`src/design/dmc_regs.vh`:
```
// Constants for the debug mode control block: register map, fields, opcodes
`ifndef DMC_REGS_VH
`define DMC_REGS_VH

// Register byte addresses on the plain register port
`define DMC_ADDR_W          8
`define DMC_OFS_CTRL        8'h00
`define DMC_OFS_STATE       8'h04
`define DMC_OFS_EVT         8'h08
`define DMC_OFS_MASK        8'h0c

// debug_control_first fields
`define DMC_CTRL_IDE        0
`define DMC_CTRL_EDE        1
`define DMC_CTRL_W          2
`define DMC_CTRL_RST        2'h0

// Machine state view read on the state register
`define DMC_ST_FROZEN       0
`define DMC_ST_SERVICE      1
`define DMC_ST_WAITMODE     2
`define DMC_ST_TRACE        3
`define DMC_ST_TPWAIT       4
`define DMC_ST_W            5

// Sticky event bits, same layout in status and mask
`define DMC_EV_DBGINT       0
`define DMC_EV_FREEZE       1
`define DMC_EV_WAIT         2
`define DMC_EV_TRACE        3
`define DMC_EV_TPCMD        4
`define DMC_EV_W            5
`define DMC_EV_RST          5'h00

// Test-port command word: opcode above a 32-bit operand
`define DMC_OPC_W           8
`define DMC_DATA_W          32
`define DMC_OPC_STOP        8'h01
`define DMC_OPC_RUN         8'h02
`define DMC_OPC_STEP        8'h03
`define DMC_OPC_STUFF       8'h04
`define DMC_OPC_WRCTRL      8'h05
`define DMC_OPC_WAITON      8'h06
`define DMC_OPC_WAITOFF     8'h07

// Core state machine codes
`define DMC_S_RUN           2'h0
`define DMC_S_FROZEN        2'h1
`define DMC_S_SERVICE       2'h2

`endif

```
`src/design/dmc_debug_mode_control.v`:
```
// Debug mode selection, freeze control and test-port command decoder
`timescale 1ns/1ps
`default_nettype none
`include "dmc_regs.vh"

module dmc_debug_mode_control #(
  parameter CMD_W = `DMC_OPC_W + `DMC_DATA_W
) (
  input  wire                      SYS_CLK,
  input  wire                      SRST,
  // Register port
  input  wire [`DMC_ADDR_W-1:0]    REG_ADDR,
  input  wire [31:0]               REG_WDATA,
  input  wire                      REG_WR,
  input  wire                      REG_RD,
  output reg  [31:0]               REG_RDATA,
  output reg                       IRQ,
  // Core side
  input  wire                      DEBUG_EVENT,
  input  wire                      MSR_DE,
  input  wire                      MSR_DWE,
  input  wire                      USER_STATE,
  input  wire                      CORE_INT_REQ,
  input  wire                      CORE_INT_RETURN,
  output reg                       CORE_FREEZE,
  output reg                       DEBUG_INT,
  output reg                       STEP_PULSE,
  output reg                       STUFF_VALID,
  output reg  [`DMC_DATA_W-1:0]    STUFF_INSN,
  output reg                       PRIV_EXC_SUPPRESS,
  output reg                       BUS_ENABLE,
  output reg                       MMU_PROT_ON,
  output reg                       TRACE_ACTIVE,
  output reg                       TRACE_EVENT,
  // Test port
  input  wire                      TCK,
  input  wire                      TMS,
  input  wire                      TDI,
  output reg                       TDO
);

  ////////////////////////////////////////////////////////////////////////////
  // Declarations
  reg  [2:0]                tck_s_q;
  reg  [1:0]                tms_s_q;
  reg  [1:0]                tdi_s_q;
  reg  [CMD_W-1:0]          shift_q;
  reg  [7:0]                bits_q;
  reg  [31:0]               out_q;
  reg                       cmd_go_q;
  reg  [CMD_W-1:0]          cmd_q;
  reg  [`DMC_CTRL_W-1:0]    ctrl_q;
  reg  [`DMC_CTRL_W-1:0]    ctrl_d;
  reg  [`DMC_EV_W-1:0]      evt_q;
  reg  [`DMC_EV_W-1:0]      evt_d;
  reg  [`DMC_EV_W-1:0]      mask_q;
  reg                       tp_wait_q;
  reg  [1:0]                state_q;
  reg  [1:0]                state_d;
  reg                       wait_frz_q;
  reg                       wait_frz_d;
  wire                      cmd_stop;
  wire                      cmd_run;
  wire                      cmd_step;
  wire                      cmd_stuff;
  wire                      cmd_wrctrl;
  wire                      cmd_waiton;
  wire                      cmd_waitoff;
  wire                      wr_ctrl;
  wire                      wr_evt;
  wire                      wr_mask;
  wire                      tck_rise;
  wire                      tck_fall;
  wire [`DMC_OPC_W-1:0]     opc;
  wire [`DMC_DATA_W-1:0]    opd;
  wire                      ide;
  wire                      ede;
  wire                      wait_armed;
  wire                      ev_int;
  wire                      ev_freeze;
  wire                      ev_wait;
  wire                      ev_trace;
  wire                      frozen;
  wire [`DMC_EV_W-1:0]      ev_set;
  wire [`DMC_ST_W-1:0]      state_view;

  // Command decode shared by several processes
  function is_cmd;
    input                  go;
    input [`DMC_OPC_W-1:0] code;
    input [`DMC_OPC_W-1:0] want;
    begin
      is_cmd = go & (code == want);
    end
  endfunction

  // Register write decode shared by the writable registers
  function is_wr;
    input                   wr;
    input [`DMC_ADDR_W-1:0] addr;
    input [`DMC_ADDR_W-1:0] want;
    begin
      is_wr = wr & (addr == want);
    end
  endfunction

  ////////////////////////////////////////////////////////////////////////////
  // Test-port pin synchronisers; first stage feeds only the second
  always @(posedge SYS_CLK) begin
    if (SRST) begin
      tck_s_q <= 3'h0;
      tms_s_q <= 2'h0;
      tdi_s_q <= 2'h0;
    end else begin
      tck_s_q <= {tck_s_q[1:0], TCK};
      tms_s_q <= {tms_s_q[0], TMS};
      tdi_s_q <= {tdi_s_q[0], TDI};
    end
  end

  // Edges found on the synchronised clock (stages two and three)
  assign tck_rise = tck_s_q[1] & ~tck_s_q[2];
  assign tck_fall = ~tck_s_q[1] & tck_s_q[2];

  ////////////////////////////////////////////////////////////////////////////
  // Command shifter: LSB first while TMS low, executes on a TCK rise with TMS high
  // after exactly CMD_W bits; a short or long frame is dropped
  always @(posedge SYS_CLK) begin
    if (SRST) begin
      shift_q  <= {CMD_W{1'b0}};
      bits_q   <= 8'h00;
      cmd_go_q <= 1'b0;
      cmd_q    <= {CMD_W{1'b0}};
    end else begin
      cmd_go_q <= 1'b0;
      if (tck_rise) begin
        if (!tms_s_q[1]) begin
          shift_q <= {tdi_s_q[1], shift_q[CMD_W-1:1]};
          // Saturating count keeps an overlong frame from wrapping
          // back to a valid length
          if (bits_q != 8'hff)
            bits_q <= bits_q + 8'h01;
        end else begin
          if (bits_q == CMD_W[7:0]) begin
            cmd_go_q <= 1'b1;
            cmd_q    <= shift_q;
          end
          bits_q <= 8'h00;
        end
      end
    end
  end

  assign opc = cmd_q[CMD_W-1:`DMC_DATA_W];
  assign opd = cmd_q[`DMC_DATA_W-1:0];

  // One-cycle strobes per executed port command; an unknown opcode
  // still counts as executed but acts on nothing
  assign cmd_stop    = is_cmd(cmd_go_q, opc, `DMC_OPC_STOP);
  assign cmd_run     = is_cmd(cmd_go_q, opc, `DMC_OPC_RUN);
  assign cmd_step    = is_cmd(cmd_go_q, opc, `DMC_OPC_STEP);
  assign cmd_stuff   = is_cmd(cmd_go_q, opc, `DMC_OPC_STUFF);
  assign cmd_wrctrl  = is_cmd(cmd_go_q, opc, `DMC_OPC_WRCTRL);
  assign cmd_waiton  = is_cmd(cmd_go_q, opc, `DMC_OPC_WAITON);
  assign cmd_waitoff = is_cmd(cmd_go_q, opc, `DMC_OPC_WAITOFF);

  // Status shifted out on TDO: reloaded while idle, shifted on TCK fall
  always @(posedge SYS_CLK) begin
    if (SRST) begin
      out_q <= 32'h0;
      TDO   <= 1'b0;
    end else begin
      if (tms_s_q[1])
        out_q <= {{(32-`DMC_ST_W-`DMC_CTRL_W){1'b0}}, state_view, ctrl_q};
      else if (tck_fall)
        out_q <= {1'b0, out_q[31:1]};
      TDO <= out_q[0];
    end
  end

  ////////////////////////////////////////////////////////////////////////////
  // Mode decode
  assign ide        = ctrl_q[`DMC_CTRL_IDE];
  assign ede        = ctrl_q[`DMC_CTRL_EDE];
  assign wait_armed = ~ide & ~ede & MSR_DWE & tp_wait_q;
  assign frozen     = (state_q == `DMC_S_FROZEN);

  // Software write strobes; the state register takes no writes
  assign wr_ctrl = is_wr(REG_WR, REG_ADDR, `DMC_OFS_CTRL);
  assign wr_evt  = is_wr(REG_WR, REG_ADDR, `DMC_OFS_EVT);
  assign wr_mask = is_wr(REG_WR, REG_ADDR, `DMC_OFS_MASK);

  // Debug interrupt only with the mode enable and DE both set
  assign ev_int    = DEBUG_EVENT & MSR_DE & (ide | ede);
  // External enable wins over wait mode for the same event
  assign ev_freeze = DEBUG_EVENT & ede;
  assign ev_wait   = DEBUG_EVENT & wait_armed & ~ede;
  assign ev_trace  = DEBUG_EVENT & ~ide & ~ede;

  assign state_view = {tp_wait_q, TRACE_ACTIVE, wait_frz_q,
                       (state_q == `DMC_S_SERVICE), frozen};

  ////////////////////////////////////////////////////////////////////////////
  // Control register: both software and test port write it; the test
  // port wins a same-cycle clash, and neither enable touches the other
  always @* begin
    ctrl_d = ctrl_q;
    if (wr_ctrl)
      ctrl_d = REG_WDATA[`DMC_CTRL_W-1:0];
    if (cmd_wrctrl)
      ctrl_d = opd[`DMC_CTRL_W-1:0];
  end

  always @(posedge SYS_CLK) begin
    if (SRST) begin
      ctrl_q    <= `DMC_CTRL_RST;
      tp_wait_q <= 1'b0;
    end else begin
      ctrl_q <= ctrl_d;
      // Debug wait enable held by the test-port debugger
      if (cmd_waiton)
        tp_wait_q <= 1'b1;
      else if (cmd_waitoff)
        tp_wait_q <= 1'b0;
    end
  end

  ////////////////////////////////////////////////////////////////////////////
  // Freeze state machine
  always @* begin
    state_d    = state_q;
    wait_frz_d = wait_frz_q;
    case (state_q)
      `DMC_S_RUN: begin
        // Port stop or external-mode event first, wait entry second
        if (ev_freeze || cmd_stop) begin
          state_d    = `DMC_S_FROZEN;
          wait_frz_d = 1'b0;
        end else if (ev_wait) begin
          state_d    = `DMC_S_FROZEN;
          wait_frz_d = 1'b1;
        end
      end
      `DMC_S_FROZEN: begin
        // Run or a core interrupt request after a wait freeze leaves; step releases one instruction and stays
        if (cmd_run) begin
          state_d    = `DMC_S_RUN;
          wait_frz_d = 1'b0;
        end else if (wait_frz_q && CORE_INT_REQ) begin
          state_d = `DMC_S_SERVICE;
        end
      end
      `DMC_S_SERVICE: begin
        if (CORE_INT_RETURN)
          state_d = `DMC_S_FROZEN;
      end
      default: begin
        state_d    = `DMC_S_RUN;
        wait_frz_d = 1'b0;
      end
    endcase
  end

  always @(posedge SYS_CLK) begin
    if (SRST) begin
      state_q    <= `DMC_S_RUN;
      wait_frz_q <= 1'b0;
    end else begin
      state_q    <= state_d;
      wait_frz_q <= wait_frz_d;
    end
  end

  ////////////////////////////////////////////////////////////////////////////
  // Core-facing outputs, all registered
  always @(posedge SYS_CLK) begin
    if (SRST) begin
      CORE_FREEZE       <= 1'b0;
      DEBUG_INT         <= 1'b0;
      STEP_PULSE        <= 1'b0;
      STUFF_VALID       <= 1'b0;
      STUFF_INSN        <= {`DMC_DATA_W{1'b0}};
      PRIV_EXC_SUPPRESS <= 1'b0;
      BUS_ENABLE        <= 1'b0;
      MMU_PROT_ON       <= 1'b0;
      TRACE_ACTIVE      <= 1'b0;
      TRACE_EVENT       <= 1'b0;
    end else begin
      CORE_FREEZE <= (state_d == `DMC_S_FROZEN);
      // One-cycle request to take the debug vector
      DEBUG_INT   <= ev_int;
      STEP_PULSE  <= frozen & cmd_step;
      // Stuffed words go to the core only while it is frozen
      STUFF_VALID <= frozen & cmd_stuff;
      if (frozen && cmd_stuff)
        STUFF_INSN <= opd;
      // A user-state stuffed word must not trap as privileged
      PRIV_EXC_SUPPRESS <= frozen & USER_STATE & cmd_stuff;
      // Bus interface is never gated by freeze
      BUS_ENABLE  <= 1'b1;
      // No debug path bypasses translation and protection
      MMU_PROT_ON <= 1'b1;
      TRACE_ACTIVE <= ~ide & ~ede & ~(MSR_DWE & tp_wait_q);
      TRACE_EVENT  <= ev_trace;
    end
  end

  ////////////////////////////////////////////////////////////////////////////
  // Sticky events: a new event wins over a write-one clear
  assign ev_set = {cmd_go_q, ev_trace, ev_wait & (state_q == `DMC_S_RUN),
                   ev_freeze & (state_q == `DMC_S_RUN), ev_int};

  always @* begin
    evt_d = evt_q;
    if (wr_evt)
      evt_d = evt_q & ~REG_WDATA[`DMC_EV_W-1:0];
    evt_d = evt_d | ev_set;
  end

  always @(posedge SYS_CLK) begin
    if (SRST) begin
      evt_q  <= `DMC_EV_RST;
      mask_q <= `DMC_EV_RST;
      IRQ    <= 1'b0;
    end else begin
      evt_q <= evt_d;
      if (wr_mask)
        mask_q <= REG_WDATA[`DMC_EV_W-1:0];
      IRQ <= |(evt_d & (mask_q));
    end
  end

  ////////////////////////////////////////////////////////////////////////////
  // Read port: data appear the cycle after the strobe and only then;
  // the strobe cycle loads the data register directly, so no wait
  always @(posedge SYS_CLK) begin
    if (SRST) begin
      REG_RDATA <= 32'h0;
    end else if (REG_RD) begin
      case (REG_ADDR)
        `DMC_OFS_CTRL:
          REG_RDATA <= {{(32-`DMC_CTRL_W){1'b0}}, ctrl_q};
        `DMC_OFS_STATE:
          REG_RDATA <= {{(32-`DMC_ST_W){1'b0}}, state_view};
        `DMC_OFS_EVT:
          REG_RDATA <= {{(32-`DMC_EV_W){1'b0}}, evt_q};
        `DMC_OFS_MASK:
          REG_RDATA <= {{(32-`DMC_EV_W){1'b0}}, mask_q};
        default:
          REG_RDATA <= 32'h0;
      endcase
    end else begin
      REG_RDATA <= 32'h0;
    end
  end

endmodule // dmc_debug_mode_control

`default_nettype wire

```
`config.mk`:
```
export PLATFORM = sky130hd
export DESIGN_NAME = dmc_debug_mode_control
export DESIGN_NICKNAME = d
export VERILOG_FILES = /design/src/design/dmc_debug_mode_control.v
export VERILOG_INCLUDE_DIRS = /design/src /design/src/design
export SDC_FILE = /design/constraint.sdc
export NUM_CORES = 1
export LEC_CHECK = 0
export BUFFER_PORTS_ARGS = -buffer_cell sky130_fd_sc_hd__clkbuf_2
export CORE_MARGIN = 2
export CORE_UTILIZATION = 40
export CTS_BUF_LIST = sky130_fd_sc_hd__clkbuf_4
export CTS_CLUSTER_SIZE = 40
export DETAILED_ROUTE_END_ITERATION = 10
export REMOVE_ABC_BUFFERS = 1
export SYNTH_ARGS = -nofsm -noshare
export SYNTH_HDL_FRONTEND = slang
export SYNTH_SLANG_ARGS = --single-unit
export TNS_END_PERCENT = 5
```
`constraint.sdc`:
```
create_clock -name SYS_CLK -period 2.3 [get_ports SYS_CLK]
set_clock_uncertainty 0.1 [all_clocks]
set_input_delay 0 -clock SYS_CLK [delete_from_list [all_inputs] [get_ports SYS_CLK]]
set_output_delay 0 -clock SYS_CLK [all_outputs]
set_load 0.02 [all_outputs]
```
After elaboration in Yosys (flattened, before gate mapping)
Cells that the tools add are included.
- logic and storage cells: 126
- flip-flop bits (word level): 193
- reductions and logical operators: 16
- bitwise operators: 44
- equal/unequal tests: 17
- add/subtract/negate cells: 1
- multiplexer cells: 22
- operators by type and width (kind ; number):
    $eq 8x3->1 const B ; 5
    $and 1x1->1 ; 30
    $pmux 5 s4 ; 1
    $eq 8x2->1 const B ; 2
    $eq 8x4->1 const B ; 2
    $mux 8 ; 2
    $mux 2 ; 7
    $mux 7 ; 2
    $and 5x5->5 ; 2
    $not 1->1 ; 9
    $add 8x1->8 const B ; 1
    $eq 8x1->1 const B ; 1
    $eq 8x6->1 const B ; 1
    $logic_not 8->1 ; 1
    $ne 8x8->1 const B ; 1
    $reduce_bool 2->1 ; 4
    $mux 1 ; 7
    $pmux 2 s3 ; 1
    $reduce_and 3->1 ; 2
    $mux 5 ; 1
    $not 5->5 ; 1
    $or 5x5->5 ; 1
    $reduce_or 5->1 ; 1
    $eq 2x1->1 const B ; 2
    other kinds (11) ; 13

Depth between registers and ports, before layout
- word-level depth: 10
- gate-level depth with buffers: 8

Worst setup path before layout
Ideal clock, no wire load.
- kind: register to register
- start: register cmd_q[39]
- end: register STUFF_INSN[0]
- required time: 2.068 ns
- buffers on the path: 3
- library setup time: 0.132 ns
- stages on the path, launching flop included: 8
- arrival: 1.899 ns
- slack: 0.168 ns
- cells stage by stage: dfxtp_1 or4_4 buf_6 or4b_4 buf_6 buf_8 o21ai_1 a21oi_1
- cells in the longest elaborated chain, start to end: 3
- RTL lines (element ; RTL line ; source):
    start: declaration ; dmc_debug_mode_control.v:51 ; reg [CMD_W-1:0] cmd_q;
    start signal: assignment ; dmc_debug_mode_control.v:133 ; cmd_q <= {CMD_W{1'b0}};
    start signal: assignment ; dmc_debug_mode_control.v:146 ; cmd_q <= shift_q;
    $eq 8x3->1 ; dmc_debug_mode_control.v:93 ; is_cmd = go & (code == want);
    $and 1x1->1 ; dmc_debug_mode_control.v:93 ;
    $logic_and 1x1->1 ; dmc_debug_mode_control.v:295 ; if (frozen && cmd_stuff)
    end signal: assignment ; dmc_debug_mode_control.v:282 ; STUFF_INSN <= {`DMC_DATA_W{1'b0}};
    end signal: assignment ; dmc_debug_mode_control.v:296 ; STUFF_INSN <= opd;
    end: declaration ; dmc_debug_mode_control.v:29 ; output reg [`DMC_DATA_W-1:0] STUFF_INSN,
Every way passes these cells.
A chain may end at the register's enable or synchronous reset.

Final worst setup path
- start: register cmd_q[39]
- end: register STUFF_INSN[23]
Same word-level chain as after synthesis.

==> flow_summary_export.csv <==
group,metric,value,unit
cells_and_area,multi_input_area,2870,um2
synth,yosysTopAreaCell,"dfxtp_1",
synth,synth_compound_area_share,16.4,%
setup_path,critPathKind,"reg2reg",
pwr,vdd_drop_max,265,uV
grt,track_usage,17.3,%
synth,synth.yosys.seq_area_share,50.3,%
placed_design,io_buffers,73,
floorplan,coreArea,16000,um2
placed_design,gp_congestion,0.831,
clock_tree,clock-sinks,166,
pwr,p_per_area,614,nW/um2
detailed_routing,wl_per_cell,13.3,um
cells_and_area,area_growth,16.9,%
floorplan,dieArea,17600,um2
sta,whs,0.0956,ns
cells_and_area,layout-drive-gt1-share,15.5,%
job,max-cap-violations,0,
detailed_routing,routed_wirelength,14800,um
pwr,leakage,2.77,nW
synth,synthArstFlopShare,0,%
sta,period_needed,2.18,ns
clock_tree,post-cts-setup-buffers,0,
setup_path,required,2.63,ns
detailed_routing,num_vias,5498,
synth,synth-edff-count,0,
min_path,whs_path_depth,6,
setup_path,end_kind,"register",
sta,slew_headroom,60.3,%
clock_tree,cts_tree,"done",
setup_path,worst-path-max-fanout,34,
floorplan,start_util,41.3,%
clock_tree,clkLatencyLatePin,0.56,ns
min_path,hold_path_class,"in2reg",
placed_design,placed_cell_area,7060,um2
min_path,min-delay-start,"REG_ADDR[0]",
floorplan,die-height,133,um
synth,yosys_warnings,0,
sta,grt_setup_unrepaired,"no",
synth,synth_top_area_share,50.3,%
pwr,power,4.74,mW
cells_and_area,nNetsFinal,936,
setup_path,r2r-start,"cmd_q[39]",
setup_path,r2r_cells,4,
synth,synthAdderAreaFrac,0.379,%
setup_path,cp.arrival,2.51,ns
clock_tree,clk_pin_slew_worst_paths,0.14,ns
synth,synth_simple_gate_area_share,21.6,%
cells_and_area,seq_area,3320,um2
sta,fin_crit_sh,94.7,%
floorplan,rows,46,
synth,synth_top_family_by_area,"simple AND/OR/NAND/NOR gates",
min_path,hold-path-endpoint,"ctrl_q[0]",
cells_and_area,nFillCells,1628,
synth,ys_types,56,
sta,worst_pin_slew,0.587,ns
sta,fmax,459,MHz
detailed_routing,drt_iter0_drc,289,
placed_design,post-dp-hpwl,8920,um
clock_tree,root_buffer,"clkbuf_4",
grt,grt.overflow.total,0,
setup_path,r2r_end,"STUFF_INSN[23]",
synth,muxShareOfSynthArea,3.37,%
synth,synthTopCellsByArea,"dfxtp_1, nand2_1, a21oi_1",
synth,synth.avg_cell_area,8.39,um2
detailed_routing,viasPerCell,4.95,
cells_and_area,final_area,7730,um2
sta,hold_violations,0,
synth,ys_seq_elements,166,
synth,synth_area,6610,um2
grt,grt_pass1_wl,24900,um
cells_and_area,n_antenna_cell,0,
clock_tree,htreeDepth,4,
grt,grt_pass1_vias,5032,
grt,grt_max_degree,71,
floorplan,die_w,133,um
grt,antenna_found_initial,0,
floorplan,io_pins,128,
setup_path,start_kind,"register",
clock_tree,cts.path.max_buffers,2,
synth,synth_common_cells,"nand2_1, dfxtp_1, a21oi_1",
synth,synth_most_common_cell,"nand2_1",
synth,synth-xor-area-share,0.133,%
setup_path,r2r_slack,0.12,ns
sta,final_max_slew_viol_count,0,
synth,synth_flop_cell,"dfxtp_1",
sta,fin_tns_setup,0,ns
sta,setup_viol,0,
detailed_routing,drt_first_pass_iters,4,
clock_tree,tritoncts.num_buffers,17,
detailed_routing,ant_nets,0,
run_status,status,"complete, no violations",
synth,syn_inst,788,
detailed_routing,drc,0,
-- worst max-delay path: stages, from the launching register on --
cell and delay [ns]:
dfxtp_1 0.34, or4_4 0.57, or4b_4 0.75, o21ai_1 0.20
a21oi_1 0.08
-- cell families after synthesis --
| logic type | after synthesis |
|---|---|
| other | 1 |
| DFF | 166 |
| xor gates and xnor gates | 1 |
| buffers and inverters | 95 |
| muxes | 19 |
| AOI/OAI and AO/OA | 196 |
| adders and majority gates | 2 |
| and+or+nand+nor | 308 |
-- metrics by stage --
step	setup slack, ns	cells	util, %
after floorplan	-0.303	730	-
after global placement	0.133	1038	44.1
after detailed placement	0.121	1038	44.1
after CTS	0.0394	1109	48.2
after global routing	0.0174	1110	48.3
final	0.121	1110	48.3
-- registers in the layout, summed over array words and instances, names as in the netlist, 2 cells and up --
signal      flops
STUFF_INSN     32
state_q         2
bits_q          8
tms_s_q         2
tdi_s_q         2
REG_RDATA       5
evt_q           5
mask_q          5
cmd_q          40
shift_q        40
out_q           7
tck_s_q         3
ctrl_q          2
-- area by class of cell --
cell class	instances	area share, %
flip-flops and latches	166	43.0
multi-input cells	553	37.2
repair buffers	132	12.3
well taps	216	3.50
clock buffers	18	1.75
clock inverters	14	1.68
inverters	11	0.534
-- worst max-delay path by stage --
stage,startpoint,end,slack (ns)
4_1_cts,REG_ADDR[1],evt_q[2],0.04
3_5_place_dp,cmd_q[39],ctrl_q[1],0.12
2_1_floorplan,tck_s_q[1],shift_q[0],-0.30
6_report,cmd_q[39],STUFF_INSN[23],0.12
3_3_place_gp,cmd_q[39],STUFF_INSN[31],0.13
5_1_grt,cmd_q[39],STUFF_INSN[31],0.02
-- power by group --
group | switching [mW] | leakage [nW] | internal (mW)
logic | 0.159 | 1.29 | 0.0877
clock network | 1.04 | 0.138 | 0.557
registers | 0.00702 | 1.34 | 2.89
total | 1.21 | 2.77 | 3.53
-- placed cells by master, fill, tap and decap left out, drive strengths merged, types with 20 or more instances in the layout --
cell	instances
dfxtp	166
clkbuf	90
dlygate4sd3	40
nor2	32
nand3	36
a21oi	122
conb	27
buf	20
o21ai	39
nand2	174
-- layer usage --
| layer | routed length, um | track usage, % |
|---|---|---|
| met5 | 0 | 0 |
| met4 | 185 | 6.63 |
| met2 | 6870 | 27.6 |
| met1 | 7070 | 22.8 |
| met3 | 688 | 4.25 |
-- timing repair --
action,CTS,global route
hold buffers,39,2
hold endpoints to repair,133,1
resized for setup,0,1
endpoints found under the setup margin,0,8
(Power assumes the default switching activity.)
